--- src/supervisor_pkg.sv ---
package supervisor_pkg;
    // Clock rate
    localparam longint CLK_HZ          = 64'd50000000;
    // Watchdog interval in milliseconds
    localparam longint WDOG_MS         = 64'd1600;
    // Reset timeout in milliseconds
    localparam longint RST_TIMEOUT_MS  = 64'd200;
    // Manual reset debounce time in microseconds
    localparam longint DEBOUNCE_US     = 64'd10000;
    // Derived cycle counts, all three round down
    localparam longint WDOG_CYCLES     = (CLK_HZ * WDOG_MS) / 64'd1000;
    localparam longint RST_CYCLES      = (CLK_HZ * RST_TIMEOUT_MS) / 64'd1000;
    localparam longint DEBOUNCE_CYCLES = (CLK_HZ * DEBOUNCE_US) / 64'd1000000;
    // Memory geometry
    localparam int     MEM_BITS        = 2048;
    localparam int     PAGE_BYTES      = 16;
    // Counter width
    localparam int     CNT_W           = 32;
endpackage

--- src/supervisor_reset_watchdog.sv ---
`timescale 1ns/1ps
module supervisor_reset_watchdog #(
    parameter longint WDOG_CYCLES     = supervisor_pkg::WDOG_CYCLES,
    parameter longint RST_CYCLES      = supervisor_pkg::RST_CYCLES,
    parameter longint DEBOUNCE_CYCLES = supervisor_pkg::DEBOUNCE_CYCLES,
    parameter bit     KICK_FROM_SDA   = 1'b0,
    parameter int     MEM_BITS        = supervisor_pkg::MEM_BITS,
    parameter int     PAGE_BYTES      = supervisor_pkg::PAGE_BYTES
) (
    input  wire logic CLK_SYS,            // System clock
    input  wire logic RST,                // Asynchronous reset
    input  wire logic UNDERVOLTAGE,       // Supply below threshold
    input  wire logic MANUAL_RESET_IN_N,  // Manual reset, low active
    input  wire logic WATCHDOG_KICK_IN,   // Watchdog kick input
    input  wire logic SDA_IN,             // Serial data line level
    input  wire logic RESET_PIN_N_IN,     // Level seen on reset pin
    input  wire logic WRITE_PROTECT,      // Write protect input
    input  wire logic WRITE_REQ,          // Memory write request
    output logic      RESET_OUT,          // Active high reset
    output logic      RESET_PIN_N_OUT,    // Drive value of reset pin
    output logic      RESET_PIN_N_OE,     // Drives reset pin low
    output logic      WRITE_ALLOW,        // Memory write permitted
    output logic      WDOG_EXPIRED        // Watchdog caused reset
);
    // Refuse timing counts that the counters cannot hold
    if (WDOG_CYCLES < 2 || RST_CYCLES < 2 || DEBOUNCE_CYCLES < 1 ||
        WDOG_CYCLES >= 64'h0000_0000_ffff_ffff ||
        RST_CYCLES >= 64'h0000_0000_ffff_ffff ||
        DEBOUNCE_CYCLES >= 64'h0000_0000_ffff_ffff) begin : g_bad_timing
        $error("supervisor: bad timing parameter");
    end
    // Array geometry is fixed
    if (MEM_BITS != 2048 || PAGE_BYTES != 16) begin : g_bad_geometry
        $error("supervisor: bad memory geometry");
    end

    localparam int W = supervisor_pkg::CNT_W;
    localparam logic [W-1:0] WDOG_MAX = W'(WDOG_CYCLES - 1);
    localparam logic [W-1:0] RST_MAX  = W'(RST_CYCLES - 1);
    localparam logic [W-1:0] DEB_MAX  = W'(DEBOUNCE_CYCLES - 1);

    // Whole state of the block
    typedef struct packed {
        logic         kick_prev;  // Last kick level
        logic         mr_stable;  // Debounced manual reset level
        logic [W-1:0] deb_cnt;    // Debounce counter
        logic [W-1:0] wd_cnt;     // Watchdog interval counter
        logic         wd_fire;    // Watchdog timeout pending
        logic [W-1:0] hold_cnt;   // Reset timeout counter
        logic         in_reset;   // Reset outputs asserted
        logic         rst_out;    // Active high output
        logic         pin_oe;     // Pin pulled low
        logic         wr_allow;   // Write gate
        logic         wd_flag;    // Watchdog expired since last manual reset
    } state_t;

    state_t st_reg;   // Registered state
    state_t st_next;  // Next state

    logic kick_lvl;   // Selected activity source
    logic kick_edge;  // Any edge on activity
    logic cause;      // Any reset cause active

    // Source selection and cause merge
    always_comb begin
        kick_lvl  = KICK_FROM_SDA ? SDA_IN : WATCHDOG_KICK_IN;
        kick_edge = kick_lvl != st_reg.kick_prev;
        // External pull-down on the pin while we are not driving counts
        cause     = UNDERVOLTAGE || !st_reg.mr_stable ||
                    (!RESET_PIN_N_IN && !st_reg.pin_oe) ||
                    st_reg.wd_fire;
    end

    // Next state
    always_comb begin
        st_next = st_reg;
        st_next.kick_prev = kick_lvl;
        // Debounce: new level must stand for the whole window
        if (MANUAL_RESET_IN_N == st_reg.mr_stable) begin
            st_next.deb_cnt = '0;
        end else if (st_reg.deb_cnt == DEB_MAX) begin
            st_next.mr_stable = MANUAL_RESET_IN_N;
            st_next.deb_cnt   = '0;
        end else begin
            st_next.deb_cnt = st_reg.deb_cnt + W'(1);
        end
        // Reset hold: any cause reloads the full timeout
        if (cause) begin
            st_next.in_reset = 1'b1;
            st_next.hold_cnt = '0;
            st_next.wd_fire  = 1'b0;
        end else if (st_reg.in_reset) begin
            if (st_reg.hold_cnt == RST_MAX) begin
                st_next.in_reset = 1'b0;
            end else begin
                st_next.hold_cnt = st_reg.hold_cnt + W'(1);
            end
        end
        // Watchdog counts only while outputs released
        if (st_reg.in_reset || cause || kick_edge) begin
            st_next.wd_cnt = '0;
        end else if (st_reg.wd_cnt == WDOG_MAX) begin
            st_next.wd_fire = 1'b1;
            st_next.wd_flag = 1'b1;
            st_next.wd_cnt  = '0;
        end else begin
            st_next.wd_cnt = st_reg.wd_cnt + W'(1);
        end
        // Flag clears on a stable manual reset with supply good
        if (!UNDERVOLTAGE && !st_reg.mr_stable)
            st_next.wd_flag = 1'b0;
        // Reset outputs follow hold state together
        st_next.rst_out  = st_next.in_reset;
        st_next.pin_oe   = st_next.in_reset;
        st_next.wr_allow = !UNDERVOLTAGE && !WRITE_PROTECT;
    end

    // State register
    always_ff @(posedge CLK_SYS or posedge RST) begin
        if (RST) begin
            st_reg <= '{kick_prev: 1'b0, mr_stable: 1'b1, deb_cnt: '0,
                        wd_cnt: '0, wd_fire: 1'b0, hold_cnt: '0,
                        in_reset: 1'b1, rst_out: 1'b1, pin_oe: 1'b1,
                        wr_allow: 1'b0, wd_flag: 1'b0};
        end else begin
            st_reg <= st_next;
        end
    end

    // Outputs straight from flops, except the pin drive value, which is tied low
    assign RESET_OUT       = st_reg.rst_out;
    assign RESET_PIN_N_OUT = 1'b0;  // Open drain: only ever drives low
    assign RESET_PIN_N_OE  = st_reg.pin_oe;
    assign WRITE_ALLOW     = st_reg.wr_allow;
    assign WDOG_EXPIRED    = st_reg.wd_flag;

    // Checks watch registered outputs and internal state, one clock only
    // Four antecedents that look one cycle ahead (gate open, both count steps, flag clear) skip the reset release edge

    // Write gate checks
    // Gate follows the inputs one cycle late
    // Write gate is low one cycle after undervoltage
    uv_blocks_write_a: assert property (@(posedge CLK_SYS) disable iff (RST)
        UNDERVOLTAGE |=> !WRITE_ALLOW)
        else $error("write allowed in undervoltage");

    // Protect pin blocks writes
    wp_blocks_write_a: assert property (@(posedge CLK_SYS) disable iff (RST)
        WRITE_PROTECT |=> !WRITE_ALLOW)
        else $error("write allowed while protected");

    // Gate opens with good supply and no protect
    wa_open_a: assert property (@(posedge CLK_SYS) disable iff (RST)
        (!RST && !UNDERVOLTAGE && !WRITE_PROTECT)
        |=> WRITE_ALLOW)
        else $error("write refused without cause");

    // Open gate implies good supply a cycle ago
    wa_needs_good_a: assert property (@(posedge CLK_SYS) disable iff (RST)
        WRITE_ALLOW |-> $past(!UNDERVOLTAGE && !WRITE_PROTECT))
        else $error("write gate opened without cause");

    // Reset output checks
    // Every cause restarts the full hold
    // Reset output and pin enable always equal
    outputs_paired_a: assert property (@(posedge CLK_SYS) disable iff (RST)
        RESET_OUT == RESET_PIN_N_OE)
        else $error("reset outputs disagree");

    // Undervoltage asserts reset next cycle
    uv_asserts_reset_a: assert property (@(posedge CLK_SYS) disable iff (RST)
        UNDERVOLTAGE |=> RESET_OUT)
        else $error("no reset on undervoltage");

    // Undervoltage pulls the pin low next cycle
    uv_drives_pin_a: assert property (@(posedge CLK_SYS) disable iff (RST)
        UNDERVOLTAGE |=> RESET_PIN_N_OE)
        else $error("pin not driven in undervoltage");

    // Debounced manual reset asserts reset
    mr_holds_reset_a: assert property (@(posedge CLK_SYS) disable iff (RST)
        !st_reg.mr_stable |=> RESET_OUT)
        else $error("no reset on manual reset");

    // External pin pull triggers reset
    pin_trigger_a: assert property (@(posedge CLK_SYS) disable iff (RST)
        (!RESET_PIN_N_IN && !RESET_PIN_N_OE)
        |=> RESET_OUT)
        else $error("external pin low ignored");

    // Release only after full hold count
    hold_full_a: assert property (@(posedge CLK_SYS) disable iff (RST)
        $fell(RESET_OUT)
        |-> $past(st_reg.hold_cnt) == RST_MAX)
        else $error("reset released early");

    // Reset stays while the hold count runs
    no_early_release_a: assert property (@(posedge CLK_SYS) disable iff (RST)
        (RESET_OUT && st_reg.hold_cnt != RST_MAX)
        |=> RESET_OUT)
        else $error("reset dropped mid hold");

    // Release only after a quiet cycle
    release_quiet_a: assert property (@(posedge CLK_SYS) disable iff (RST)
        $fell(RESET_OUT) |-> !$past(cause))
        else $error("reset released with cause active");

    // Any cause reloads the hold
    hold_reload_a: assert property (@(posedge CLK_SYS) disable iff (RST)
        cause
        |=> (st_reg.in_reset && st_reg.hold_cnt == '0))
        else $error("hold not reloaded by cause");

    // Hold count steps by one while quiet
    hold_counts_a: assert property (@(posedge CLK_SYS) disable iff (RST)
        (!RST && st_reg.in_reset && !cause && st_reg.hold_cnt != RST_MAX)
        |=> (st_reg.in_reset && st_reg.hold_cnt == $past(st_reg.hold_cnt) + W'(1)))
        else $error("hold count skipped");

    // Hold count never passes its end
    hold_limit_a: assert property (@(posedge CLK_SYS) disable iff (RST)
        st_reg.hold_cnt <= RST_MAX)
        else $error("hold count overran");

    // Debounce checks
    // A high input keeps the stable level high
    mr_stays_high_a: assert property (@(posedge CLK_SYS) disable iff (RST)
        (MANUAL_RESET_IN_N && st_reg.mr_stable)
        |=> st_reg.mr_stable)
        else $error("manual reset level flipped");

    // A low input keeps the stable level low
    mr_stays_low_a: assert property (@(posedge CLK_SYS) disable iff (RST)
        (!MANUAL_RESET_IN_N && !st_reg.mr_stable)
        |=> !st_reg.mr_stable)
        else $error("manual reset released early");

    // Debounce count never passes its end
    deb_limit_a: assert property (@(posedge CLK_SYS) disable iff (RST)
        st_reg.deb_cnt <= DEB_MAX)
        else $error("debounce count overran");

    // Watchdog checks
    // Expiry asserts reset two cycles later
    wdog_fires_a: assert property (@(posedge CLK_SYS) disable iff (RST)
        (!cause && !st_reg.in_reset && !kick_edge && st_reg.wd_cnt == WDOG_MAX)
        |-> ##2 RESET_OUT) else $error("watchdog expiry missed");

    // Watchdog idle during reset
    wdog_idle_a: assert property (@(posedge CLK_SYS) disable iff (RST)
        st_reg.in_reset |=> st_reg.wd_cnt == '0)
        else $error("watchdog ran in reset");

    // Any edge on the selected source restarts the interval
    kick_clears_a: assert property (@(posedge CLK_SYS) disable iff (RST)
        kick_edge |=> st_reg.wd_cnt == '0)
        else $error("kick edge ignored");

    // Interval counter steps by one while released
    wd_counts_a: assert property (@(posedge CLK_SYS) disable iff (RST)
        (!RST && !cause && !st_reg.in_reset && !kick_edge && st_reg.wd_cnt != WDOG_MAX)
        |=> st_reg.wd_cnt == $past(st_reg.wd_cnt) + W'(1))
        else $error("watchdog count skipped");

    // Interval counter never passes its end
    wd_limit_a: assert property (@(posedge CLK_SYS) disable iff (RST)
        st_reg.wd_cnt <= WDOG_MAX)
        else $error("watchdog count overran");

    // Pending expiry asserts reset next cycle
    fire_resets_a: assert property (@(posedge CLK_SYS) disable iff (RST)
        st_reg.wd_fire |=> RESET_OUT)
        else $error("expiry did not reset");

    // Pending expiry is reported
    fire_flags_a: assert property (@(posedge CLK_SYS) disable iff (RST)
        st_reg.wd_fire |-> WDOG_EXPIRED)
        else $error("expiry not flagged");

    // Stable manual reset with good supply clears the flag
    flag_clear_a: assert property (@(posedge CLK_SYS) disable iff (RST)
        (!RST && !UNDERVOLTAGE && !st_reg.mr_stable)
        |=> !WDOG_EXPIRED)
        else $error("expiry flag not cleared");

    // Interval starts fresh on release
    released_idle_a: assert property (@(posedge CLK_SYS) disable iff (RST)
        $fell(RESET_OUT) |-> st_reg.wd_cnt == '0)
        else $error("watchdog not restarted on release");
endmodule

--- config.mk ---
export PLATFORM = sky130hd
export DESIGN_NAME = supervisor_reset_watchdog
export DESIGN_NICKNAME = d
export VERILOG_FILES = /design/src/supervisor_pkg.sv /design/src/supervisor_reset_watchdog.sv
export SDC_FILE = /design/constraint.sdc
export NUM_CORES = 1
export LEC_CHECK = 0
export BUFFER_PORTS_ARGS = -buffer_cell sky130_fd_sc_hd__buf_2
export CAP_MARGIN = 25
export CELL_PAD_IN_SITES_DETAIL_PLACEMENT = 1
export CELL_PAD_IN_SITES_GLOBAL_PLACEMENT = 1
export CORE_MARGIN = 1
export CORE_UTILIZATION = 38
export CTS_BUF_LIST = sky130_fd_sc_hd__clkbuf_4 sky130_fd_sc_hd__clkbuf_8
export DETAILED_ROUTE_END_ITERATION = 12
export GPL_TIMING_DRIVEN = 0
export PLACE_DENSITY = 0.62
export SKIP_CTS_REPAIR_TIMING = 1
export SYNTH_ARGS = -nofsm -noshare
export SYNTH_HDL_FRONTEND = slang
export SYNTH_SLANG_ARGS = --single-unit
--- constraint.sdc ---
create_clock -name CLK_SYS -period 7.8 [get_ports CLK_SYS]
set_input_delay 0.78 -clock CLK_SYS [delete_from_list [all_inputs] [get_ports CLK_SYS]]
set_output_delay 0.78 -clock CLK_SYS [all_outputs]
set_load 0.03 [all_outputs]
**Word-level counts from Yosys, hierarchy flattened**

Cells that the tools add are included.

- Equality and inequality tests: 7
- Reductions and logical operators: 18
- Muxes and demuxes: 14
- Add/subtract/negate cells: 3
- Bitwise gates (word level): 1

Operators by type and width:

| operator | count |
|---|---|
| 32-bit 2-to-1 mux | 5 |
| 32-bit by 1-bit adder with 32-bit output (second input constant) | 3 |
| 33-bit 2-to-1 mux | 2 |
| 32-bit by 19-bit == test with 1-bit output (second input constant) | 1 |
| 32-bit by 24-bit == test with 1-bit output (second input constant) | 1 |
| 32-bit by 27-bit == test with 1-bit output (second input constant) | 1 |
| 1-bit 2-to-1 mux | 7 |
| 2-bit AND reduction | 3 |
| 1-bit logical NOT | 5 |
| 1-bit logical OR | 5 |
| 2-bit nonzero test | 2 |
| 1-bit logical AND | 3 |
| 2-bit by 1-bit != test with 1-bit output (second input constant) | 1 |
| 2-bit != test (second input constant) | 1 |
| 1-bit == test | 1 |
| 1-bit != test | 1 |
| 1-bit inverter | 1 |

- Input port bits: 9
- Register bits: 102

**Longest topological paths before layout**

Gate-level depths: netlist of run 1.

- Word-level depth: 8
- Mapped depth: 8

**Worst setup path after synthesis of run 1**

No wires, ideal clock.

- Path type: reg-to-reg
- Start point: register st_reg[22] (netlist name)
- End point: register st_reg[5] (netlist name)
- Path buffers: 1
- Clock period less this slack: 2,261 ps
- Slack: 5,539 ps
- Library setup time: 132 ps
- Arrival time: 2,129 ps
- Stages on the path, launching flop included: 7
- Cell sequence: dfrtp_1 > or4_1 > or4_4 > o41ai_4 > buf_4 > xor2_1 > nor2_1

- Longest elaborated chain between the ends: 3

Ends and longest elaborated chain:

| what | line | source |
|---|---|---|
| start: declaration | supervisor_reset_watchdog.sv:57 | `state_t st_reg;` |
| start signal: assignment | supervisor_reset_watchdog.sv:121 | `st_reg <= '{kick_prev: 1'b0, mr_stable: 1'b1, deb_cnt: '0,` |
| start signal: assignment | supervisor_reset_watchdog.sv:126 | `st_reg <= st_next;` |
| 32-bit by 24-bit == test with 1-bit output | supervisor_reset_watchdog.sv:93 | `if (st_reg.hold_cnt == RST_MAX) begin` |
| 2-bit != test (no line) | - |  |
| 2-bit AND reduction (no line) | - |  |

Every way passes these cells.
A chain may end at the register's enable or synchronous reset.

**Worst setup path after layout of run 1**

- Start point: register st_reg[12] (netlist name)
- End point: register st_reg[35] (netlist name)

- Longest elaborated chain between the ends: 4
- Elaborated cells between the ends (all ways): 7

Ends and longest elaborated chain:

| what | line | source |
|---|---|---|
| 32-bit by 1-bit adder with 32-bit output | supervisor_reset_watchdog.sv:96 | `st_next.hold_cnt = st_reg.hold_cnt + W'(1);` |
| 32-bit 2-to-1 mux | supervisor_reset_watchdog.sv:93 |  |
| 33-bit 2-to-1 mux | supervisor_reset_watchdog.sv:92 | `end else if (st_reg.in_reset) begin` |
| 33-bit 2-to-1 mux | supervisor_reset_watchdog.sv:88 | `if (cause) begin` |

Parallel ways exist; a longest one is shown, timed or not. The select of a mux whose other input is x is not followed.

==> impl_summary.txt, run 1 <==
----------------------------------------------------
[Clock network]
  Root buffer selected by CTS ... clkbuf_8
  Clock input transition at the sequential cells of the worst setup and hold paths ... 0.10 ns
  CTS H-tree depth ... 3
  Buffers from clock root to sink, at most ... 2
  Clock tree from TritonCTS ... yes
  Clock buffers created by TritonCTS ... 9
  Worst-skew pair later-pin latency ... around 0.39 ns
  Sinks on the clock net ... roughly 100

[Route]
  Number of DRC markers in iteration 0 ... approximately 160
  Final routed DRC violation total ... 0
  Overall routed net length ... approximately 12 mm
  DR WL/cell ... approximately 16 um
  Vias per Instance ... approximately 5.4
  Post-route antenna net violation count ... 0
  Number of vias in the routed layout ... 3985
  Drt first pass iters ... 4

[Worst setup path]
  Slowest cell on the critical path ... nor4_2
  Reg2Reg Capture Point ... st_reg[35]
  Critical path buffer and inverter count ... 0
  Cell depth of the worst setup path ... 5
  Critical path cell sequence ... nand4_1 -> nor4_2 -> nand3_1 -> or4_1 -> o21ai_0
  Req. time, crit path ... roughly 8.1 ns
  Data arrival time of the worst path ... between 2 and 3 ns
  R2R cell count ... 5
  Setup slack, reg-to-reg ... 5.23 ns
  Kind of capture point of the worst setup path ... flip-flop
  Largest fanout of any net on the critical path ... 7
  Kind of cell with the highest combined delay on the critical path ... simple AND/OR/NAND/NOR gates
  Setup crit start kind ... flip-flop
  Worst reg2reg path startpoint ... st_reg[12]
  Peak per-stage delay on the critical path ... 0.82 ns
  Critical Setup Path Class ... reg -> reg

[STA]
  Slew of the pin with the lowest slew margin ... 0.862 ns
  Highest clock rate ... 390 MHz
  Unrepaired setup endpoints after global routing ... false
  Setup TNS Final ... 0 ns
  Final count of pins violating max slew ... 0
  Worst Skew ... 0.0145 ns
  Slew Limit Headroom ... 42.1%
  Final critical-path setup slack ... 5.23 ns
  Final worst path period need ... between 2 and 3 ns
  Final hold violation count ... 0
  Post-route clock period utilization ... between 30% and 40%
  Final Setup Violations ... 0

[Cells and area]
  Share of layout cells above drive strength 1 ... slightly above 9%
  Largest register FFs ... 99
  Signed area change from the synthesized netlist to the final layout ... 9.71%
  # nets final ... roughly 580
  Final design utilization ... 42.8%
  Antenna fix cells ... 0

[Power]
  Total power per unit cell area ... 156 mW/mm2
  Net Sw Power ... 0.221 mW
  Gate power share ... roughly 2.8%
  Share of total power in sequential cells ... about 60%
  Clock network fraction of design power ... 36.9%
  Standby leakage power ... between 2 and 2.5 nW
  Highest ir drop seen on vdd ... 0.0000677 V
  Switching power share of the total ... about a quarter
  Cell internal power dissipation ... 0.661 mW

[Yosys]
  Library cells used by synthesis ... 47
  Sequential-to-total area share from yosys stat ... between 40% and 50%
  Number of nets produced by synthesis ... 551
  EDFF count, synth ... 0
  Synth area leader ... dfrtp_1
  Gate Count Post-Synth ... 539
  Main area contributors after synthesis ... dfrtp_1 48%, xor2_1 8.1%, nor2_1 6.8%
  Compound-gate portion of the synthesized area ... 4.72%
  Area share of the leading cell type in the synthesized netlist ... 48.4%
  Area share of and/or/nand/nor cells after synthesis ... ~30%
  Largest family of logic cells by synthesized area ... simple AND/OR/NAND/NOR gates
  Most frequently used cell type in the post-synthesis netlist ... dfrtp_1
  Flip-flop and latch count after synthesis ... 102
  Post-synthesis adder-cell area fraction ... 0.727%
  Post-synth design cell area ... 0.00517 mm2
  Share of cell area taken by muxes after synthesis ... 0.218%
  Post-Synthesis Mean Instance Area ... about 9.6 um2
  FFs w/ async S/R, synth ... 100%
  Synth warnings ... 0
  Top cells by count, synth ... 100 x dfrtp_1, 94 x nor2_1, 48 x xor2_1, 37 x nand2_1, 34 x nand3_1
  Most frequently used flop master after synthesis ... dfrtp_1
  Synth Area in XOR/XNOR ... 12.9%

[Min path]
  Path class of the lowest-slack min-delay path ... in -> async

[Global route]
  Wire length of the first global-routing pass ... 21.3 mm
  Largest net degree at the start of global routing ... 59
  Vias in the first global route ... around 4300
  Global route total overflow ... 0
  Global router's overall resource usage ... 18.9%
  Antenna violations before repair ... 0

[Floorplan]
  Horizontal die dimension ... 119 um
  Starting Density ... 39.0%
  Placeable core area ... between 0.01 and 0.015 mm2
  Number of rows created at floorplan ... between 40 and 50
  DIE AREA ... 0.0141 mm2
  Num ports ... 14
  Die outline height ... 119 um

[Placed design]
  Routability cong. ... 0.748
  Setup slack at placement ... 5.20 ns
  Total of buffers placed on input and output ports ... 10
  Detail Placement HPWL ... 8.49 mm

[Run status]
  Result of the run ... finished clean

[Flow run]
  Max capacitance violation total ... 0

----------------------------------------------------
[power groups by stage]
| stage | Combinational (mW) | Clock, mW | Sequential [mW] |
|---|---|---|---|
| floorplan | 0.0145 | 0 | 0.543 |
| global placement | 0.0233 | 0 | 0.542 |
| detailed placement | 0.0257 | 0 | 0.542 |
| CTS | 0.0258 | 0.341 | 0.532 |
| global route | 0.0285 | 0.355 | 0.532 |
| finish | 0.0243 | 0.325 | 0.532 |
[layer usage]
| layer | vias to the layer above | track usage [%] | part of all wire, % |
|---|---|---|---|
| li1 | 1939 | - | - |
| met1 | 2006 | 24.7 | 48 |
| met2 | 31 | 32.0 | 49 |
| met3 | 9 | 3.62 | 2.0 |
| met4 | 0 | 4.98 | 1.1 |
| met5 | - | 0 | 0 |
[logic make-up after synthesis]
family,count (synthesis)
other cells,1
xor+xnor,76
flops,102
compound gates,38
fa+ha+maj,3
simple gates,286
buf+inv,32
mux,1
[layout by cell type (no fill, tap or decap), types with 4 or more instances in the layout]
cell type / instances
xnor2_1: 28
dfrtp_1: 100
nand3_1: 34
nor4_1: 18
nor2_1: 94
buf_4: 4
and2_1: 4
o21ai_0: 10
clkbuf_8: 9
nand2_1: 37
and4_1: 6
nand4_1: 32
clkbuf_1: 13
buf_1: 4
inv_1: 9
and3_1: 14
o31ai_1: 4
buf_2: 12
a21oi_1: 13
or4_1: 8
xor2_1: 48
nor3_1: 13
or3_1: 8
[area by class of cell]
| cell class | count | area (um2) |
|---|---|---|
| plain buffers | 22 | 96.3 |
| clock buffers | 10 | 131 |
| clock inverters | 6 | 52.6 |
| fillers | 1539 | 7570 |
| inverters | 10 | 40.0 |
| multi-input cells | 405 | 2480 |
| flip-flops and latches | 102 | 2550 |
| well taps | 176 | 220 |
| repair buffers | 13 | 95.1 |
[how the worst max path moves through the flow]
stage / from / to / slack (ns)
final: st_reg[12] / st_reg[35] / 5.23
after CTS: st_reg[12] / st_reg[35] / 5.19
after global placement: RST / st_reg[30] / 2.97
after detailed placement: RESET_PIN_N_IN / st_reg[34] / 5.20
after global routing: st_reg[12] / st_reg[35] / 5.02
after floorplan: RST / WDOG_EXPIRED / 4.35
[metrics by stage]
step | hold slack, ns | area (um2) | power, mW | instances
floorplan | 0.455 | 5170 | 0.557 | 539
global placement | 0.487 | 5440 | 0.566 | 725
detailed placement | 0.484 | 5480 | 0.568 | 728
CTS | 0.476 | 5670 | 0.899 | 744
global route | 0.506 | 5670 | 0.916 | 744
finish | 0.465 | 5670 | 0.881 | 744
Power figures use the tool's default switching activity.
==> inputs of run 2 (changes only) <==
ABC_AREA = 1   (was not set)
PLACE_DENSITY = 0.66   (was 0.62)
clock period = 2.7 ns   (was 7.8 ns; I/O delays follow)
==> run 2 against run 1 <==
  * The run now ends with negative hold slack left
  * Count of clock-buffer cells in the layout increased by 2
  * Clock power increased to 3.0 times the previous value
  * Cell count increased by 58%
  * Critical endpoint is now st_reg[38]
==> impl_summary.txt, run 2 <==
----------------------------------------------------
[Yosys]
  Share of cell area taken by muxes after synthesis ... 0% (-0.22 points)
  FFs w/ async S/R, synth ... 100% (unchanged)
  Largest family of logic cells by synthesized area ... simple AND/OR/NAND/NOR gates
  Synth warnings ... 0 (unchanged)
  Top cells by count, synth ... 261 x nand2_1, 202 x nor2_1, 107 x inv_1, 100 x dfrtp_1, 63 x nand3_1
  Area share of the leading cell type in the synthesized netlist ... 39.6% (-8.8 points)
  Synth area leader ... dfrtp_1
  Number of nets produced by synthesis ... 940 (+71%)
  Post-synthesis adder-cell area fraction ... 0.594% (-0.13 points)
  Library cells used by synthesis ... 32 (-32%)
  Flip-flop and latch count after synthesis ... 102 (unchanged)
  EDFF count, synth ... 0 (unchanged)
  Gate Count Post-Synth ... 928 (+72%)
  Sequential-to-total area share from yosys stat ... 40.4% (-9.0 points)
  Main area contributors after synthesis ... dfrtp_1 40%, nand2_1 15%, nor2_1 12%
  Synth Area in XOR/XNOR ... 6.65% (-6.2 points)
  Compound-gate portion of the synthesized area ... 3.37% (-1.4 points)
  Most frequently used flop master after synthesis ... dfrtp_1
  Area share of and/or/nand/nor cells after synthesis ... 41.1% (+12 points)
  Post-Synthesis Mean Instance Area ... 6.81 um2 (-29%)
  Most frequently used cell type in the post-synthesis netlist ... nand2_1
  Post-synth design cell area ... 0.00632 mm2 (+22%)

[STA]
  Final Setup Violations ... 0 (unchanged)
  Final worst path period need ... 2.61 ns (+0.0462 ns)
  Slew Limit Headroom ... 50.3% (+8.2 points)
  Highest clock rate ... 383 MHz (-1.8%)
  Slew of the pin with the lowest slew margin ... 0.744 ns (-0.118 ns)
  Final critical-path setup slack ... 0.0887 ns (-5.15 ns)
  Post-route clock period utilization ... 96.7% (+64 points)
  Unrepaired setup endpoints after global routing ... false
  Setup TNS Final ... 0 ns (unchanged)
  Final count of pins violating max slew ... 0 (unchanged)
  Worst Skew ... 0.00756 ns (-0.00695 ns)
  Final hold violation count ... 15 (+15)
  Worst hold margin ... -0.00733 ns (-0.472 ns)

[Run status]
  Failing checks ... negative hold slack
  Result of the run ... finished with violations

[Global route]
  Vias in the first global route ... 6149 (+43%)
  Largest net degree at the start of global routing ... 40 (-32%)
  Antenna violations before repair ... 0 (unchanged)
  Global router's overall resource usage ... 24.5% (+5.6 points)
  Global route total overflow ... 0 (unchanged)
  Wire length of the first global-routing pass ... 31.7 mm (+49%)

[Cells and area]
  Post-route cell area ... 0.00690 mm2 (+22%)
  Antenna fix cells ... 0 (unchanged)
  Signed area change from the synthesized netlist to the final layout ... 9.14%
  Share of layout cells above drive strength 1 ... 5.95% (-3.2 points)
  Final design utilization ... 43.0% (+0.16 points)
  Number of filler cells placed in the layout ... 2116 (+37%)
  Final cell count without fillers ... 1174 (+58%)
  Largest register FFs ... 99 (unchanged)
  Most frequent standard cell in the layout excluding fill and tap cells ... nand2_1
  # nets final ... 965 (+68%)
  Most frequent cells in the layout ... 261 x nand2_1, 202 x nor2_1, 106 x inv_1

[Clock network]
  Clock tree from TritonCTS ... yes
  CTS H-tree depth ... 3 (unchanged)
  Root buffer selected by CTS ... clkbuf_8
  Buffers from clock root to sink, at most ... 2 (unchanged)
  Clock input transition at the sequential cells of the worst setup and hold paths ... 0.10 ns (about the same)
  Clock buffers created by TritonCTS ... 9 (unchanged)
  Worst-skew pair later-pin latency ... 0.39 ns (about the same)
  Sinks on the clock net ... 102 (unchanged)

[Floorplan]
  Horizontal die dimension ... 131 um (+10%)
  Num ports ... 14 (unchanged)
  Number of rows created at floorplan ... 46 (+9.5%)
  Placeable core area ... 0.0161 mm2 (+21%)
  Die outline height ... 131 um (+10%)
  Starting Density ... 39.4% (+0.35 points)
  DIE AREA ... 0.0172 mm2 (+22%)

[Route]
  DR WL/cell ... 16.6 um (+2.9%)
  Overall routed net length ... 19.5 mm (+62%)
  Number of vias in the routed layout ... 6033 (+51%)
  Drt first pass iters ... 4 (unchanged)
  Final routed DRC violation total ... 0 (unchanged)
  Vias per Instance ... 5.14 (-4.1%)
  Number of DRC markers in iteration 0 ... 284 (+83%)
  Post-route antenna net violation count ... 0 (unchanged)

[Worst setup path]
  Critical Setup Path Class ... reg -> reg
  R2R cell count ... 5 (unchanged)
  Critical path cell sequence ... nor3b_1 -> o21ai_0 -> nor2_1 -> nand2_1 -> nor2_1
  Worst path most repeated cell ... nor2_1
  Data arrival time of the worst path ... 2.92 ns (+0.05 ns)
  Largest fanout of any net on the critical path ... 8 (+1)
  Req. time, crit path ... 3.01 ns (-5.09 ns)
  Peak per-stage delay on the critical path ... 0.58 ns (-0.24 ns)
  Setup crit start kind ... flip-flop
  Kind of capture point of the worst setup path ... flip-flop
  Slowest cell on the critical path ... dfstp_2

[Power]
  PnR Total Power ... 2.63 mW (+200%)
  Highest ir drop seen on vdd ... 0.000253 V (+270%)
  Standby leakage power ... 2.79 nW (+23%)
  Total power per unit cell area ... 381 mW/mm2 (+150%)

[Placed design]
  Setup slack at placement ... 0.101 ns (-5.10 ns)
  Detail Placement HPWL ... 15.2 mm (+79%)
  Number of placed instances with taps included ... 1156 (+59%)
  Total of buffers placed on input and output ports ... 10 (unchanged)
  Cell Area, Placed ... 0.00669 mm2 (+22%)
  Routability cong. ... 0.854 (+14%)

[Min path]
  Path class of the lowest-slack min-delay path ... in -> async

[Flow run]
  Max capacitance violation total ... 0 (unchanged)

----------------------------------------------------
run 2: cell types whose count changed after synthesis, moves of 7 or more:
cell	before	now
inv_1	10	107
nand3_1	34	63
a21oi_1	13	6
and3_1	14	0
nor3_1	13	39
xnor2_1	28	6
or3_1	8	0
nor4_1	18	5
o21ai_2	0	9
nand2_1	37	261
or4_1	8	0
nor2_1	94	202
run 2: cell type report:
class | instances | area, um2 | area share, %
multi-input cells | 704 | 3270 | 47.4
flip-flops and latches | 102 | 2550 | 37.0
inverters | 107 | 405 | 5.88
well taps | 216 | 270 | 3.92
clock buffers | 12 | 165 | 2.39
repair buffers | 14 | 110 | 1.60
plain buffers | 15 | 93.8 | 1.36
clock inverters | 4 | 28.8 | 0.417
run 2: critical path: cells and delay by family (launching register included):
kind / cells / cell delay [ns]
AOI/OAI and AO/OA: 1 / 0.24
and+or+nand+nor: 4 / 1.71
DFF: 1 / 0.58
run 2: worst paths after layout:
kind / startpoint / endpoint / slack (ns)
worst max-delay path: st_reg[102] / st_reg[38] / 0.09
worst min-delay path: RST / WDOG_EXPIRED / -0.007
worst max register to register: st_reg[102] / st_reg[38] / 0.09
worst min register to register: st_reg[38] / st_reg[38] / 0.48
max in group asynchronous: RST / RESET_PIN_N_OE / 1.99
min in group CLK_SYS: UNDERVOLTAGE / WRITE_ALLOW / 0.06
run 2: cell families after synthesis:
logic type / Yosys count
AO/OA/AOI/OAI: 34
XOR/XNOR: 48
adder cells (fa/ha/maj): 3
buffers and inverters: 122
flip-flops: 102
other: 1
AND/OR/NAND/NOR: 618
run 2: routing by layer:
metal | part of all wire (%) | routed length (um) | global-route usage [%]
met1 | 50 | 9720 | 34.1
met2 | 46 | 9060 | 39.7
met3 | 2.8 | 553 | 4.15
met4 | 0.97 | 189 | 5.41
met5 | 0 | 0 | 0
run 2: report_power, final:
| group | leakage (nW) | total, mW | internal [mW] | switching (mW) |
|---|---|---|---|---|
| logic | 1.28 | 0.0980 | 0.0246 | 0.0734 |
| clock network | 0.0950 | 0.988 | 0.414 | 0.575 |
| registers | 1.41 | 1.55 | 1.54 | 0.00925 |
==> inputs of run 3 (changes only) <==
CELL_PAD_IN_SITES_DETAIL_PLACEMENT = not set   (was 1)
CELL_PAD_IN_SITES_GLOBAL_PLACEMENT = not set   (was 1)
GPL_ROUTABILITY_DRIVEN = 0   (was not set)
PLACE_DENSITY = 0.51   (was 0.66)
==> run 3 against run 2 <==
  * The flow now finishes without violations
  * Global-route usage shrank 2.5 points
  * Register-to-register slack better by 0.42 ns
  * Utilization decreased by 0.070 points
  * Wire length down 13%
  * Power is 1.4% lower
  * Cell area shrank 0.16%
  * Critical path type unchanged
==> impl_summary.txt, run 3 (synthesis gave the netlist of run 2 again) <==
----------------------------------------------------
[Run status]
  Result of the run ... finished clean

[Cells and area]
  Final design utilization ... 42.9% (-0.070 points)
  Largest register FFs ... 99 (unchanged)
  Most frequent standard cell in the layout excluding fill and tap cells ... nand2_1
  Register Area ... 0.00255 mm2 (unchanged)
  # nets final ... 965 (unchanged)
  Most frequent cells in the layout ... 261 x nand2_1, 202 x nor2_1, 106 x inv_1
  Number of filler cells placed in the layout ... 1658 (-22%)
  Signed area change from the synthesized netlist to the final layout ... 8.97%
  Multi-input combinational cell area ... 0.00327 mm2 (unchanged)
  Final cell count without fillers ... 1174 (unchanged)
  Post-route cell area ... 0.00689 mm2 (-0.16%)
  Antenna fix cells ... 0 (unchanged)
  Share of layout cells above drive strength 1 ... 5.95% (unchanged)

[STA]
  Final Setup Violations ... 0 (unchanged)
  Post-route clock period utilization ... 81.2% (-16 points)
  Slew Limit Headroom ... 48.1% (-2.2 points)
  Final count of pins violating max slew ... 0 (unchanged)
  Final hold violation count ... 0 (-15)
  Worst hold margin ... 0.00259 ns (+0.00992 ns)
  Unrepaired setup endpoints after global routing ... false
  Slew of the pin with the lowest slew margin ... 0.777 ns (+0.0331 ns)
  Setup TNS Final ... 0 ns (unchanged)
  Final critical-path setup slack ... 0.507 ns (+0.419 ns)
  Highest clock rate ... 456 MHz (+19%)
  Final worst path period need ... 2.19 ns (-0.419 ns)
  Worst Skew ... 0.00944 ns (+0.00188 ns)

[Global route]
  Global router's overall resource usage ... 22.0% (-2.5 points)
  Global route total overflow ... 0 (unchanged)
  Antenna violations before repair ... 0 (unchanged)
  Wire length of the first global-routing pass ... 28.5 mm (-10%)
  Vias in the first global route ... 5540 (-9.9%)
  Largest net degree at the start of global routing ... 37 (-7.5%)

[Worst setup path]
  Critical path buffer and inverter count ... 2 (+2)
  Setup crit start kind ... flip-flop
  Req. time, crit path ... 3.01 ns (about the same)
  Data arrival time of the worst path ... 2.51 ns (-0.41 ns)
  Kind of capture point of the worst setup path ... flip-flop
  Critical Setup Path Class ... reg -> reg
  Worst path most repeated cell ... nand2_2
  Kind of cell with the highest combined delay on the critical path ... simple AND/OR/NAND/NOR gates
  Critical path cell sequence ... ha_1 -> nand2_2 -> nor2_4 -> nand3_2 -> nor2_2 -> nand2_2 -> nand2_2 -> nand2_2 -> buf_6 -> buf_12 -> o21ai_2
  Peak per-stage delay on the critical path ... 0.50 ns (-0.08 ns)
  Slowest cell on the critical path ... dfrtp_1
  Largest fanout of any net on the critical path ... 10 (+2)

[Route]
  Overall routed net length ... 17.0 mm (-13%)
  DR WL/cell ... 14.5 um (-13%)
  Vias per Instance ... 4.90 (-4.6%)
  Drt first pass iters ... 5 (+1)
  Number of vias in the routed layout ... 5755 (-4.6%)
  Post-route antenna net violation count ... 0 (unchanged)
  Number of DRC markers in iteration 0 ... 368 (+30%)
  Final routed DRC violation total ... 0 (unchanged)

[Placed design]
  Detail Placement HPWL ... 13.1 mm (-14%)
  Cell Area, Placed ... 0.00669 mm2 (unchanged)
  Total of buffers placed on input and output ports ... 10 (unchanged)
  Setup slack at placement ... 0.523 ns (+0.422 ns)
  Number of placed instances with taps included ... 1156 (unchanged)

[Power]
  Highest ir drop seen on vdd ... 0.000215 V (-15%)
  Standby leakage power ... 2.78 nW (-0.23%)
  Total power per unit cell area ... 377 mW/mm2 (-1.2%)
  PnR Total Power ... 2.59 mW (-1.4%)

[Floorplan]
  DIE AREA ... 0.0172 mm2 (unchanged)
  Placeable core area ... 0.0161 mm2 (unchanged)
  Number of rows created at floorplan ... 46 (unchanged)
  Num ports ... 14 (unchanged)
  Die outline height ... 131 um (unchanged)
  Starting Density ... 39.4% (unchanged)
  Horizontal die dimension ... 131 um (unchanged)

[Clock network]
  Worst-skew pair later-pin latency ... 0.38 ns (about the same)
  Buffers from clock root to sink, at most ... 2 (unchanged)
  Clock buffers created by TritonCTS ... 9 (unchanged)
  Clock input transition at the sequential cells of the worst setup and hold paths ... 0.11 ns (about the same)
  CTS H-tree depth ... 3 (unchanged)
  Sinks on the clock net ... 102 (unchanged)
  Root buffer selected by CTS ... clkbuf_8
  Clock tree from TritonCTS ... yes

[Min path]
  Path class of the lowest-slack min-delay path ... in -> async

[Flow run]
  Max capacitance violation total ... 0 (unchanged)

----------------------------------------------------
[run 3: cell types whose count changed in the layout (fill, tap and decap cells not counted), sizes merged]
cell,delta
clkbuf,-1
clkinv,+1
[run 3: cell type report]
cell class,count,area share (%)
Buffer,15,1.36
Clock buffer,11,2.02
Clock inverter,5,0.636
Inverter,107,5.89
Multi-Input combinational cell,704,47.5
Sequential cell,102,37.1
Tap cell,216,3.92
Timing Repair Buffer,14,1.60
[run 3: metal layers]
| metal | track usage (%) | part of all wire, % | up-vias |
|---|---|---|---|
| met5 | 0 | 0 | - |
| met4 | 6.42 | 1.7 | 0 |
| met3 | 3.26 | 3.9 | 17 |
| met2 | 35.8 | 45 | 94 |
| met1 | 30.2 | 49 | 2677 |
| li1 | - | - | 2967 |
[run 3: final timing paths]
check,startpoint,to,slack [ns],depth (start not counted)
worst min register to register,st_reg[38],st_reg[38],0.47,1
worst max register to register,st_reg[5],st_reg[26],0.51,11
min in group CLK_SYS,UNDERVOLTAGE,WRITE_ALLOW,0.07,2
worst min-delay path,RST,WRITE_ALLOW,0.003,2
max in group asynchronous,RST,RESET_PIN_N_OE,1.74,4
worst max-delay path,st_reg[5],st_reg[26],0.51,11
[run 3: worst reg2reg max path, cell delays in order, from the launching register on]
cell	delay, ns
dfrtp_1	0.50
ha_1	0.38
nand2_2	0.14
nor2_4	0.14
nand3_2	0.09
nor2_2	0.16
nand2_2	0.15
nand2_2	0.10
nand2_2	0.06
buf_6	0.15
buf_12	0.15
o21ai_2	0.11
[run 3: where the power goes]
group,internal (mW),total (mW),switching (mW)
registers,1.54,1.55,0.00949
clock network,0.367,0.954,0.588
logic,0.0246,0.0947,0.0701
total,1.93,2.59,0.667
